`src/sps_pkg.sv`:
```
// Constants, register map and types for the serial port status block
// Contract
// - Error sets flag and loads error code
// - Error flags clear only by power cycle
// - Send request starts frame transmission
// - Receive complete set when frame ends
// - No reception while receive complete set
// - Carrier flag follows DCD on ch1, ch2
// - DSR flag follows DSR on ch1, ch2
// - Time-out flag when bytes stop too long
// - Send-wait high while sending held off
// - Full duplex: DSR low pauses send
// - Half duplex: defer send during reception
// - Read-only count of bytes left to send
// - Read-only count of bytes received
// - Two header and two terminator words
// - Keep received, computed and sent sums
// - Read-only operation mode code word
// - Time-out in 10 ms units, zero 100 ms
// - Send request clears when frame sent
// - Reception ends on count, terminator, time-out
// - Clearing receive complete re-arms reception
package sps_pkg;
  localparam int         NCH        = 3;
  localparam int         TW         = 20;
  localparam int         CLK_MHZ    = 100;
  localparam int         TO_UNIT_MS = 10;
  localparam int         TO_ZERO_MS = 100;
  localparam int         TICK_CYC_DEF = TO_UNIT_MS * 1000 * CLK_MHZ;
  localparam logic [7:0] TO_ZERO_TICKS = 8'(TO_ZERO_MS / TO_UNIT_MS);
  // Word index within a channel window, channel in paddr[7:6]
  localparam logic [3:0] REG_FLAGS  = 4'h0;
  localparam logic [3:0] REG_ECODE  = 4'h1;
  localparam logic [3:0] REG_FMT    = 4'h2;
  localparam logic [3:0] REG_REM    = 4'h3;
  localparam logic [3:0] REG_RCNT   = 4'h4;
  localparam logic [3:0] REG_PARAM  = 4'h5;
  localparam logic [3:0] REG_TO     = 4'h6;
  localparam logic [3:0] REG_HDR_A  = 4'h7;
  localparam logic [3:0] REG_HDR_B  = 4'h8;
  localparam logic [3:0] REG_TRM_A  = 4'h9;
  localparam logic [3:0] REG_TRM_B  = 4'ha;
  localparam logic [3:0] REG_SRX    = 4'hb;
  localparam logic [3:0] REG_SCAL   = 4'hc;
  localparam logic [3:0] REG_STX    = 4'hd;
  localparam logic [3:0] REG_MODE   = 4'he;
  localparam logic [3:0] REG_LEN    = 4'hf;
  localparam logic [1:0] CH_NONE    = 2'h3;
  localparam int         FB_ERR = 0;
  localparam int         FB_WAIT = 1;
  localparam int         FB_SREQ = 2;
  localparam int         FB_RCMP = 3;
  localparam int         FB_CD = 4;
  localparam int         FB_DSR = 5;
  localparam int         FB_TOUT = 6;
  localparam int         FMT_HALF = 0;
  localparam int         FMT_HDR = 1;
  localparam int         FMT_TRM = 2;
  localparam int         FMT_SUM = 3;
  localparam int         FMT_CTL_LO = 10;
  localparam int         FMT_CTL_HI = 11;
  localparam logic [1:0] CTL_STD    = 2'h1;
  localparam logic [1:0] CTL_ILK    = 2'h2;
  localparam logic [15:0] FMT_RST   = 16'h0000;
  localparam logic [15:0] WORD_RST  = 16'h0000;
  localparam logic [15:0] MODE_CODE = 16'h0005;
  typedef enum logic [2:0] {TX_IDLE, TX_HDR, TX_DATA, TX_SUM, TX_TRM} sps_tx_t;
endpackage

```
`src/sps_top.sv`:
```
// Three-channel serial transfer status, control and count block
//
// Our own choices: the address map and the APB interface to the registers.
`timescale 1ns/1ps
module sps_top #(
  parameter int TICK_CYC = sps_pkg::TICK_CYC_DEF  // Cycles per time-out unit
) (
  input  wire logic        clk,       // System clock
  input  wire logic        arst_n,    // Power-on reset
  input  wire logic        ce,        // Clock enable
  input  wire logic [7:0]  paddr,     // APB address
  input  wire logic        psel,      // APB select
  input  wire logic        penable,   // APB enable
  input  wire logic        pwrite,    // APB write
  input  wire logic [31:0] pwdata,    // APB write data
  output logic      [31:0] prdata,    // APB read data
  output logic             pready,    // APB ready
  output logic             pslverr,   // APB error
  input  wire logic [2:0]  rx_valid,  // Received byte strobe
  input  wire logic [23:0] rx_data,   // Received bytes
  input  wire logic [2:0]  err_evt,   // Line error strobe
  input  wire logic [47:0] err_code,  // Error code per channel
  input  wire logic [2:0]  dcd,       // Carrier detect level
  input  wire logic [2:0]  dsr,       // Data set ready level
  output logic      [2:0]  tx_valid,  // Send byte valid
  input  wire logic [2:0]  tx_ready,  // Serializer takes byte
  output logic      [23:0] tx_data,   // Send bytes
  output logic      [23:0] pay_idx,   // Payload index wanted
  input  wire logic [23:0] pay_data   // Payload byte at pay_idx
);
  localparam int N = sps_pkg::NCH;
  logic [1:0]  rs_reg;
  logic        rst_n;
  logic [15:0] fmt_reg[N], to_reg[N], len_reg[N], hdr_a_reg[N], hdr_b_reg[N];
  logic [15:0] trm_a_reg[N], trm_b_reg[N], ecode_reg[N], rem_reg[N];
  logic [15:0] rcnt_reg[N], srx_reg[N], scal_reg[N], stx_reg[N];
  logic [N-1:0] err_reg, sreq_reg, rcmp_reg, tout_reg, cd_reg, dsr_reg;
  logic [N-1:0] hdr_ok_reg, sumw_reg, wait_w, fire, rx_ok, rx_act;
  logic [7:0]  tx_d_reg[N], ptr_reg[N], tcnt_reg[N];
  sps_pkg::sps_tx_t st_reg[N];
  logic [sps_pkg::TW-1:0] tick_reg;
  logic        tick, rdy_reg, wr;
  logic [1:0]  wch;
  logic [3:0]  widx;
  logic [15:0] rd_w;

  function automatic logic whit(input int c, input logic [3:0] i);
    return wr && (wch == 2'(c)) && (widx == i);
  endfunction

  function automatic logic [7:0] to_lim(input logic [15:0] s);
    return (s[7:0] == 8'h00) ? sps_pkg::TO_ZERO_TICKS : s[7:0];
  endfunction

  function automatic sps_pkg::sps_tx_t after_data(input logic [15:0] f);
    if (f[sps_pkg::FMT_SUM]) return sps_pkg::TX_SUM;
    if (f[sps_pkg::FMT_TRM]) return sps_pkg::TX_TRM;
    return sps_pkg::TX_IDLE;
  endfunction

  always_ff @(posedge clk or negedge arst_n) begin
    if (!arst_n) rs_reg <= 2'h0;
    else rs_reg <= {rs_reg[0], 1'b1};
  end
  assign rst_n = rs_reg[1];

  // APB slave, one wait state so read data comes from a flop
  assign wch = paddr[7:6];
  assign widx = paddr[5:2];
  assign wr = psel && penable && pwrite && rdy_reg && ce;
  assign pready = rdy_reg;

  always_comb begin
    rd_w = sps_pkg::WORD_RST;
    if (wch != sps_pkg::CH_NONE) begin
      case (widx)
        sps_pkg::REG_FLAGS: begin
          rd_w[sps_pkg::FB_ERR] = err_reg[wch];
          rd_w[sps_pkg::FB_WAIT] = wait_w[wch];
          rd_w[sps_pkg::FB_SREQ] = sreq_reg[wch];
          rd_w[sps_pkg::FB_RCMP] = rcmp_reg[wch];
          rd_w[sps_pkg::FB_CD] = cd_reg[wch];
          rd_w[sps_pkg::FB_DSR] = dsr_reg[wch];
          rd_w[sps_pkg::FB_TOUT] = tout_reg[wch];
        end
        sps_pkg::REG_ECODE: rd_w = ecode_reg[wch];
        sps_pkg::REG_FMT:   rd_w = fmt_reg[wch];
        sps_pkg::REG_REM:   rd_w = rem_reg[wch];
        sps_pkg::REG_RCNT:  rd_w = rcnt_reg[wch];
        sps_pkg::REG_PARAM: rd_w = sps_pkg::FMT_RST;
        sps_pkg::REG_TO:    rd_w = to_reg[wch];
        sps_pkg::REG_HDR_A: rd_w = hdr_a_reg[wch];
        sps_pkg::REG_HDR_B: rd_w = hdr_b_reg[wch];
        sps_pkg::REG_TRM_A: rd_w = trm_a_reg[wch];
        sps_pkg::REG_TRM_B: rd_w = trm_b_reg[wch];
        sps_pkg::REG_SRX:   rd_w = srx_reg[wch];
        sps_pkg::REG_SCAL:  rd_w = scal_reg[wch];
        sps_pkg::REG_STX:   rd_w = stx_reg[wch];
        sps_pkg::REG_MODE:  rd_w = sps_pkg::MODE_CODE;
        sps_pkg::REG_LEN:   rd_w = len_reg[wch];
        default:            rd_w = sps_pkg::WORD_RST;
      endcase
    end
  end

  always_ff @(posedge clk or negedge rst_n) begin
    if (!rst_n) begin
      rdy_reg <= 1'b0;
      prdata <= 32'h0;
      pslverr <= 1'b0;
    end else if (ce) begin
      rdy_reg <= psel && penable && !rdy_reg;
      if (psel && penable && !rdy_reg) begin
        prdata <= {16'h0000, rd_w};
        pslverr <= (wch == sps_pkg::CH_NONE);
      end
    end
  end

  // Configuration words
  always_ff @(posedge clk or negedge rst_n) begin
    if (!rst_n) begin
      for (int c = 0; c < N; c++) begin
        fmt_reg[c] <= sps_pkg::FMT_RST;
        to_reg[c] <= sps_pkg::WORD_RST;
        len_reg[c] <= sps_pkg::WORD_RST;
        hdr_a_reg[c] <= sps_pkg::WORD_RST;
        hdr_b_reg[c] <= sps_pkg::WORD_RST;
        trm_a_reg[c] <= sps_pkg::WORD_RST;
        trm_b_reg[c] <= sps_pkg::WORD_RST;
      end
    end else if (ce) begin
      for (int c = 0; c < N; c++) begin
        if (whit(c, sps_pkg::REG_FMT)) fmt_reg[c] <= pwdata[15:0];
        if (whit(c, sps_pkg::REG_TO)) to_reg[c] <= pwdata[15:0];
        if (whit(c, sps_pkg::REG_LEN)) len_reg[c] <= pwdata[15:0];
        if (whit(c, sps_pkg::REG_HDR_A)) hdr_a_reg[c] <= pwdata[15:0];
        if (whit(c, sps_pkg::REG_HDR_B)) hdr_b_reg[c] <= pwdata[15:0];
        if (whit(c, sps_pkg::REG_TRM_A)) trm_a_reg[c] <= pwdata[15:0];
        if (whit(c, sps_pkg::REG_TRM_B)) trm_b_reg[c] <= pwdata[15:0];
      end
    end
  end

  // Error flags, line status images
  always_ff @(posedge clk or negedge rst_n) begin
    if (!rst_n) begin
      err_reg <= '0;
      cd_reg <= '0;
      dsr_reg <= '0;
      for (int c = 0; c < N; c++) ecode_reg[c] <= sps_pkg::WORD_RST;
    end else if (ce) begin
      for (int c = 0; c < N; c++) begin
        if (err_evt[c]) begin
          err_reg[c] <= 1'b1;
          ecode_reg[c] <= err_code[c*16 +: 16];
        end
        cd_reg[c] <= (c != 0) && dcd[c];
        dsr_reg[c] <= (c != 0) && dsr[c];
      end
    end
  end

  // Hold-off and handshake terms
  always_comb begin
    for (int c = 0; c < N; c++) begin
      rx_act[c] = !rcmp_reg[c] && (rcnt_reg[c] != 16'h0000 || sumw_reg[c]
                  || (hdr_ok_reg[c] && fmt_reg[c][sps_pkg::FMT_HDR]));
      if (fmt_reg[c][sps_pkg::FMT_HALF])
        wait_w[c] = sreq_reg[c] && st_reg[c] == sps_pkg::TX_IDLE && rx_act[c];
      else
        wait_w[c] = sreq_reg[c] && st_reg[c] != sps_pkg::TX_IDLE && (c != 0)
                    && !dsr_reg[c]
                    && (fmt_reg[c][sps_pkg::FMT_CTL_HI:sps_pkg::FMT_CTL_LO] == sps_pkg::CTL_STD
                    || fmt_reg[c][sps_pkg::FMT_CTL_HI:sps_pkg::FMT_CTL_LO] == sps_pkg::CTL_ILK);
      tx_valid[c] = st_reg[c] != sps_pkg::TX_IDLE && !wait_w[c];
      fire[c] = tx_valid[c] && tx_ready[c];
      tx_data[c*8 +: 8] = tx_d_reg[c];
      pay_idx[c*8 +: 8] = (st_reg[c] == sps_pkg::TX_DATA) ? ptr_reg[c] + 8'h01 : 8'h00;
      rx_ok[c] = rx_valid[c] && !rcmp_reg[c] && len_reg[c][15:8] != 8'h00;
    end
  end

  assign tick = tick_reg == sps_pkg::TW'(TICK_CYC - 1);
  always_ff @(posedge clk or negedge rst_n) begin
    if (!rst_n) tick_reg <= '0;
    else if (ce) tick_reg <= tick ? '0 : tick_reg + 1'b1;
  end

  // Step to sum, terminator or end after the last payload byte
  task automatic tx_after(input int c, input logic [7:0] s);
    st_reg[c] <= after_data(fmt_reg[c]);
    tx_d_reg[c] <= fmt_reg[c][sps_pkg::FMT_SUM] ? s : trm_a_reg[c][7:0];
    if (after_data(fmt_reg[c]) == sps_pkg::TX_IDLE) sreq_reg[c] <= 1'b0;
  endtask

  // Transmit sequencer
  always_ff @(posedge clk or negedge rst_n) begin
    if (!rst_n) begin
      sreq_reg <= '0;
      for (int c = 0; c < N; c++) begin
        st_reg[c] <= sps_pkg::TX_IDLE;
        tx_d_reg[c] <= 8'h00;
        ptr_reg[c] <= 8'h00;
        rem_reg[c] <= sps_pkg::WORD_RST;
        stx_reg[c] <= sps_pkg::WORD_RST;
      end
    end else if (ce) begin
      for (int c = 0; c < N; c++) begin
        if (whit(c, sps_pkg::REG_FLAGS)) sreq_reg[c] <= pwdata[sps_pkg::FB_SREQ];
        if (st_reg[c] == sps_pkg::TX_IDLE) begin
          if (sreq_reg[c] && !wait_w[c]) begin
            ptr_reg[c] <= 8'h00;
            stx_reg[c] <= sps_pkg::WORD_RST;
            rem_reg[c] <= 16'(len_reg[c][7:0]) + 16'(fmt_reg[c][sps_pkg::FMT_HDR])
                          + 16'(fmt_reg[c][sps_pkg::FMT_SUM])
                          + 16'(fmt_reg[c][sps_pkg::FMT_TRM]);
            if (fmt_reg[c][sps_pkg::FMT_HDR]) begin
              st_reg[c] <= sps_pkg::TX_HDR;
              tx_d_reg[c] <= hdr_a_reg[c][7:0];
            end else if (len_reg[c][7:0] != 8'h00) begin
              st_reg[c] <= sps_pkg::TX_DATA;
              tx_d_reg[c] <= pay_data[c*8 +: 8];
            end else begin
              tx_after(c, 8'h00);
            end
          end
        end else if (fire[c]) begin
          rem_reg[c] <= rem_reg[c] - 16'h0001;
          case (st_reg[c])
            sps_pkg::TX_HDR: begin
              if (len_reg[c][7:0] != 8'h00) begin
                st_reg[c] <= sps_pkg::TX_DATA;
                tx_d_reg[c] <= pay_data[c*8 +: 8];
              end else begin
                tx_after(c, 8'h00);
              end
            end
            sps_pkg::TX_DATA: begin
              stx_reg[c] <= stx_reg[c] + 16'(tx_d_reg[c]);
              ptr_reg[c] <= ptr_reg[c] + 8'h01;
              if ((ptr_reg[c] + 8'h01) < len_reg[c][7:0]) tx_d_reg[c] <= pay_data[c*8 +: 8];
              else tx_after(c, stx_reg[c][7:0] + tx_d_reg[c]);
            end
            sps_pkg::TX_SUM: begin
              if (fmt_reg[c][sps_pkg::FMT_TRM]) begin
                st_reg[c] <= sps_pkg::TX_TRM;
                tx_d_reg[c] <= trm_a_reg[c][7:0];
              end else begin
                st_reg[c] <= sps_pkg::TX_IDLE;
                sreq_reg[c] <= 1'b0;
              end
            end
            default: begin
              st_reg[c] <= sps_pkg::TX_IDLE;
              sreq_reg[c] <= 1'b0;
            end
          endcase
        end
      end
    end
  end

  // Receive framing, completion and time-out; hardware set beats software clear
  always_ff @(posedge clk or negedge rst_n) begin
    if (!rst_n) begin
      rcmp_reg <= '0;
      tout_reg <= '0;
      hdr_ok_reg <= '0;
      sumw_reg <= '0;
      for (int c = 0; c < N; c++) begin
        rcnt_reg[c] <= sps_pkg::WORD_RST;
        srx_reg[c] <= sps_pkg::WORD_RST;
        scal_reg[c] <= sps_pkg::WORD_RST;
        tcnt_reg[c] <= 8'h00;
      end
    end else if (ce) begin
      for (int c = 0; c < N; c++) begin
        if (whit(c, sps_pkg::REG_FLAGS)) begin
          if (rcmp_reg[c] && !pwdata[sps_pkg::FB_RCMP]) begin
            rcmp_reg[c] <= 1'b0;
            rcnt_reg[c] <= sps_pkg::WORD_RST;
            hdr_ok_reg[c] <= 1'b0;
            sumw_reg[c] <= 1'b0;
            tout_reg[c] <= 1'b0;
            tcnt_reg[c] <= 8'h00;
          end
          if (!pwdata[sps_pkg::FB_TOUT]) tout_reg[c] <= 1'b0;
        end
        if (rx_ok[c]) begin
          tcnt_reg[c] <= 8'h00;
          if (sumw_reg[c]) begin
            srx_reg[c] <= 16'(rx_data[c*8 +: 8]);
            sumw_reg[c] <= 1'b0;
            rcmp_reg[c] <= 1'b1;
          end else if (!hdr_ok_reg[c] && fmt_reg[c][sps_pkg::FMT_HDR]) begin
            hdr_ok_reg[c] <= rx_data[c*8 +: 8] == hdr_a_reg[c][7:0];
          end else begin
            rcnt_reg[c] <= rcnt_reg[c] + 16'h0001;
            scal_reg[c] <= (rcnt_reg[c] == 16'h0000 ? sps_pkg::WORD_RST : scal_reg[c])
                           + 16'(rx_data[c*8 +: 8]);
            if (rcnt_reg[c] + 16'h0001 == 16'(len_reg[c][15:8])
                || (fmt_reg[c][sps_pkg::FMT_TRM]
                && rx_data[c*8 +: 8] == trm_a_reg[c][7:0])) begin
              if (fmt_reg[c][sps_pkg::FMT_SUM]) sumw_reg[c] <= 1'b1;
              else rcmp_reg[c] <= 1'b1;
            end
          end
        end else if (rx_act[c] && tick) begin
          if (tcnt_reg[c] >= to_lim(to_reg[c]) - 8'h01) begin
            tout_reg[c] <= 1'b1;
            rcmp_reg[c] <= 1'b1;
          end else begin
            tcnt_reg[c] <= tcnt_reg[c] + 8'h01;
          end
        end
      end
    end
  end

  for (genvar g = 0; g < N; g++) begin : g_chk

  end
endmodule // sps_top

```
`config.mk`:
```
export PLATFORM = sky130hd
export DESIGN_NAME = sps_top
export DESIGN_NICKNAME = d
export VERILOG_FILES = /design/src/sps_pkg.sv /design/src/sps_top.sv
export SDC_FILE = /design/constraint.sdc
export NUM_CORES = 2
export LEC_CHECK = 0
export BUFFER_PORTS_ARGS = -buffer_cell sky130_fd_sc_hd__buf_2
export CORE_MARGIN = 2
export CORE_UTILIZATION = 25
export DETAILED_ROUTE_END_ITERATION = 10
export GPL_TIMING_DRIVEN = 1
export PLACE_DENSITY = 0.5
export SLEW_MARGIN = 20
export SYNTH_ARGS = -nofsm -noshare
export SYNTH_HDL_FRONTEND = slang
export SYNTH_SLANG_ARGS = --single-unit
```
`constraint.sdc`:
```
create_clock -name clk -period 20.5 [get_ports clk]
set_clock_uncertainty 0.2 [all_clocks]
set_input_delay 2.05 -clock clk [delete_from_list [all_inputs] [get_ports clk]]
set_output_delay 2.05 -clock clk [all_outputs]
set_load 0.02 [all_outputs]
```
## Yosys cells after proc, flatten, opt, wreduce, memory -nomap -nowiden

Cells that the tools add are included.

- Add/sub/neg operators: 34
- Order comparisons: 8
- Equal/unequal tests: 51
- Mux-type cells: 477
- Bitwise logic cells: 7
- Reductions and logical operators: 185

Operators by type and width:

| kind | count |
|---|---|
| 16-bit two-way mux | 66 |
| 8-bit two-way mux | 60 |
| 16-bit binary-select mux with 2-bit select | 13 |
| 3-bit two-way mux | 90 |
| 1-bit two-way mux | 229 |
| 9-bit one-hot mux with 13 select lines | 1 |
| 7-bit one-hot mux with 16 select lines | 1 |
| 16-bit by 8-bit adder with 16-bit output | 6 |
| 1-bit logical AND | 77 |
| 8-bit one-hot mux with 3 select lines | 3 |
| 2-bit AND reduction | 25 |
| 16-bit by 1-bit adder with 16-bit output, second input constant | 3 |
| 8-bit by 1-bit adder with 8-bit output, second input constant | 6 |
| 16-bit by 8-bit equality test with 1-bit output | 3 |
| 8-bit equality test | 6 |
| 16-bit zero test | 3 |
| 16-bit nonzero test | 3 |
| 8-bit nonzero test | 6 |
| 16-bit by 1-bit subtractor with 16-bit output, second input constant | 3 |
| 3-bit zero test | 12 |
| 4-bit AND reduction | 9 |
| 10-bit by 1-bit adder with 11-bit output | 3 |
| 4-bit equality test, second input constant | 8 |
| 9-bit by 1-bit adder with 10-bit output | 3 |
| other kinds (35) | 123 |

- Bits in registers: 743
- Output and inout bits: 85
- Word-level logic and storage cells: 828

## Logic depth before layout (Yosys ltp)

- Depth in word-level cells: 31
- Mapped depth: 17
- Mapped depth without buffers: 15

## Worst setup path before layout

No wires, ideal clock.

- Path type: in2reg
- Start: input paddr[7]
- End: register prdata[7]
- Library setup time: 0.131 ns
- Arrival time: 4.181 ns
- Data required time: 20.169 ns
- Setup slack: 15.988 ns
- Cell stages on the path: 10
- Cells stage by stage: buf_2 -> buf_2 -> buf_1 -> mux2i_1 -> nor2_1 -> a21oi_1 -> o22ai_1 -> or4_1 -> o41ai_1 -> nand2_1

- Word-level cells in the longest chain between the ends: 6
- Elaborated cells between the ends (all ways): 43

Ends and longest elaborated chain:

| what | RTL line | RTL |
|---|---|---|
| start, declared | sps_top.sv:11 | `input wire logic [7:0] paddr,` |
| 2-bit NOT with 3-bit output (implied by the code) | n/a |  |
| 16-bit binary-select mux with 2-bit select (tied with other cells) | sps_top.sv:100 | `sps_pkg::REG_LEN: rd_w = len_reg[wch];` |
| 16-bit two-way mux (implied by the code) (tied with other cells) (2 in series) | sps_top.sv:100 |  |
| 9-bit one-hot mux with 13 select lines | sps_top.sv:76 | `case (widx)` |
| 16-bit two-way mux * | sps_top.sv:75 | `if (wch != sps_pkg::CH_NONE) begin` |
| end signal, assigned | sps_top.sv:114 | `prdata <= {16'h0000, rd_w};` |
| end, declared | sps_top.sv:16 | `output logic [31:0] prdata,` |

Every way passes the cells marked *; elsewhere a longest branch is shown, timed or not. The select of a mux whose other input is x is not followed.
A chain may end at the register's enable or synchronous reset.

## Worst setup path in the final report

- Start: input paddr[7]
- End: register prdata[4]

- Word-level cells in the longest chain between the ends: 6
- Elaborated cells between the ends (all ways): 45

Ends and longest elaborated chain:

| what | RTL line |
|---|---|
| 2-bit NOT with 3-bit output (implied by the code) | n/a |
| 16-bit binary-select mux with 2-bit select (tied with other cells) | sps_top.sv:100 |
| 16-bit two-way mux (implied by the code) (tied with other cells) (2 in series) | sps_top.sv:100 |
| 7-bit one-hot mux with 16 select lines | sps_top.sv:76 |
| 16-bit two-way mux * | sps_top.sv:75 |

Marks and branches as above.

==> reports/metrics.cfg <==
[run_status]
outcome=completed

[critical_path]
timing.critical_path.fanout_max=52
critPathArrivalTime_ns=6.37
crit_path_end_kind=register
cp_cell_sequence=buf_8 > buf_4 > buf_4 > mux2i_1 > nor2_1 > a21oi_1 > o22ai_1 > or4_1 > o41ai_1 > o21ai_0
required_ns=20.84
critical_path_depth=10
cp_top_family=buffers and inverters
crit_type=primary input to register
rr_endpoint=scal_reg[24]
r2r_start=rcnt_reg[16]
startpoint_type=primary input
crit_top_cell=buf_4
worst_path_max_delay_cell=o41ai_1
critical_path_buf_inv_count=3
slowest_delay_ns=0.80
ff2ff_setup_slack_ns=15.87
rr_worst_depth=15

[final_layout]
syn_to_final_growth_pct=14.90
fillers=18980
final_util=0.2881
seq_area_um2=18600
nets=5181
instances_no_fill=7349
layout-drive-gt1-share=0.1768
multi_input_area_um2=24830

[clock_network]
clk_latency_ns=0.74
cts_resized=0
cts_buffers=92
clk_pin_slew_ns=0.05
cts_buffer_depth=3
postCtsSetupRepairBufs=0
hold_buffers=0
h-tree-depth=3
cts_tree=done
cts_root_buf=clkbuf_16
clkSinkCount=743

[power]
p_leak_uw=0.02315
p_per_area_nw_per_um2=99.76
peakVddDrop_mv=0.06829

[place]
gp_congestion=0.9373
place_inst=7170
dp_hpwl_um=130000
portBuffers=205

[detailed_routing]
vias=38730
wl_um=177900
vias_per_cell=5.270
drt-initial-drc-count=3967
ant_nets=0
drc=0
dr.pass1.iters=5
wl_per_cell_um=24.21

[timing]
max_slew_margin=0.2106
period_needed_ns=6.030
max_freq_mhz=165.8
fin_crit_sh=0.2942
maxSlewViolCount=0
rsz0062_at_grt=false
max_slew.worst_pin.slew_ns=1.178
setup_viol=0
fin_setup_tns_ns=0
final-hold-violation-count=0

[floorplan]
num_io_pins=242
die_h_um=429.1
die_area_um2=184100
die_x_um=429.1
start_util=0.2508
core_um2=180200
fp-row-count=156

[logic_synthesis]
yosysWarnings=0
netlist_instances=4829
synth-edff-count=0
ys_types=99
seq_area_frac_synth=0.4115
synthesis.area_um2=45180
synth-seq-cells=743
synth_async_sr_flop_share=1.000
synth.avg_cell_area_um2=9.356
ys.flop_type=dfrtp_1

[worst_hold_path]
worstHoldPathCells=0
hp-class=register to register
hold_end=rs_reg[1]
min_from=rs_reg[0]

[grt]
grt_pass1_vias=36690
grt.total_usage=0.1875
grt_pass1_wl_um=258300
grt_max_degree=156
antenna_found_initial=37
overflow=0

[job]
drv_cap=0

[report_power, final]
group          internal (uW)  switching (uW)  total [uW]
clock network           1100             733        1830
logic                    521             953        1470
registers               1630             239        1870
total                   3250            1920        5180
[worst max path at each step]
| stage | from | end | slack, ns |
|---|---|---|---|
| 5_1_grt | paddr[7] | prdata[5] | 14.43 |
| 3_3_place_gp | paddr[7] | prdata[4] | 13.85 |
| 3_5_place_dp | paddr[7] | prdata[5] | 13.85 |
| 4_1_cts | paddr[7] | prdata[5] | 14.61 |
| 6_report | paddr[7] | prdata[4] | 14.47 |
| 2_1_floorplan | rs_reg[1] | cd_reg[1] | 8.23 |
[final cells by class]
type / count / share of cell area
diodes: 8 / 0.0003856
clock buffers: 122 / 0.05064
clock inverters: 49 / 0.01432
inverters: 129 / 0.009328
multi-input cells: 3646 / 0.4782
flip-flops and latches: 743 / 0.3582
well taps: 2370 / 0.05712
repair buffers: 282 / 0.03174
[layout by cell type (no fill, tap or decap), types with 61 or more instances in the layout]
master	synthesis	layout
dfrtp_1	743	742
nor2_1	459	453
nand2_1	396	395
mux2_2	383	383
a21oi_1	347	347
o21ai_0	263	263
mux2i_1	218	218
buf_2	47	202
nand3_1	140	140
inv_1	125	125
xnor2_1	120	120
o22ai_1	119	119
ha_1	118	118
xor2_1	97	97
clkbuf_16	0	95
o31ai_1	81	81
buf_4	19	76
nor3_1	77	73
nand4_1	67	67
and2_1	61	61
[per-stage QoR]
step / total power (uW) / cell area (um^2) / hold slack [ns] / worst slack, ns
after floorplan: 2832 / 45240 / 0.1311 / 8.231
after global placement: 3335 / 48510 / 0.1346 / 13.85
after detailed placement: 3352 / 48510 / 0.1379 / 13.85
after CTS: 5203 / 51890 / 0.1492 / 14.61
after global routing: 5445 / 51910 / 0.1628 / 14.43
final: 5179 / 51910 / 0.1461 / 14.47
[worst reg2reg max path: cells and delay by family (launching register included)]
kind            cells  cell delay, ns
fa+ha+maj           3            0.57
buf+inv             2            0.18
mux                 1            0.25
simple gates        4            1.51
compound gates      5            1.31
flops               1            0.49
[Yosys cell counts, types with 31 or more instances]
library cell	n	area, um^2
xnor2_1	120	1051
ha_1	118	1476
and3_1	51	319.1
nor2_1	459	1723
buf_2	47	235.2
mux2i_1	218	2182
xor2_1	97	849.6
and2_1	61	381.6
nand3_1	140	700.7
o211ai_1	31	232.7
nand4_1	67	419.2
a211oi_1	38	285.3
nand2_1	396	1486
or4_1	31	232.7
nor4_1	53	331.6
nor2b_1	33	206.5
inv_1	125	469.2
a21oi_1	347	1737
nand2b_1	44	275.3
a31oi_1	40	250.2
nor3_1	77	385.4
o21ai_0	263	1316
o22ai_1	119	744.5
dfrtp_1	743	18590
clkbuf_1	236	885.9
or3_1	36	225.2
o31ai_1	81	608.1
mux2_2	383	4313
[layer usage]
layer  wire length (um)  track usage  up-vias
li1                   -            -    17630
met1              80020       0.2616    19420
met2              78020       0.2826     1357
met3              11890      0.03175      288
met4               7775      0.08399       34
met5                209            0        -
[cells by family (layout without fill, tap and decap cells)]
kind of cell / after synthesis / in the layout / share of synthesized area
mux: 601 / 601 / 0.1438
fa+ha+maj: 130 / 130 / 0.03800
compound gates: 1159 / 1159 / 0.1610
other cells: 2 / 25 / 0.0001662
simple gates: 1522 / 1522 / 0.1619
xor+xnor: 217 / 217 / 0.04207
buf+inv: 455 / 582 / 0.04149
flops: 743 / 743 / 0.4115
(Power assumes the default switching activity.)
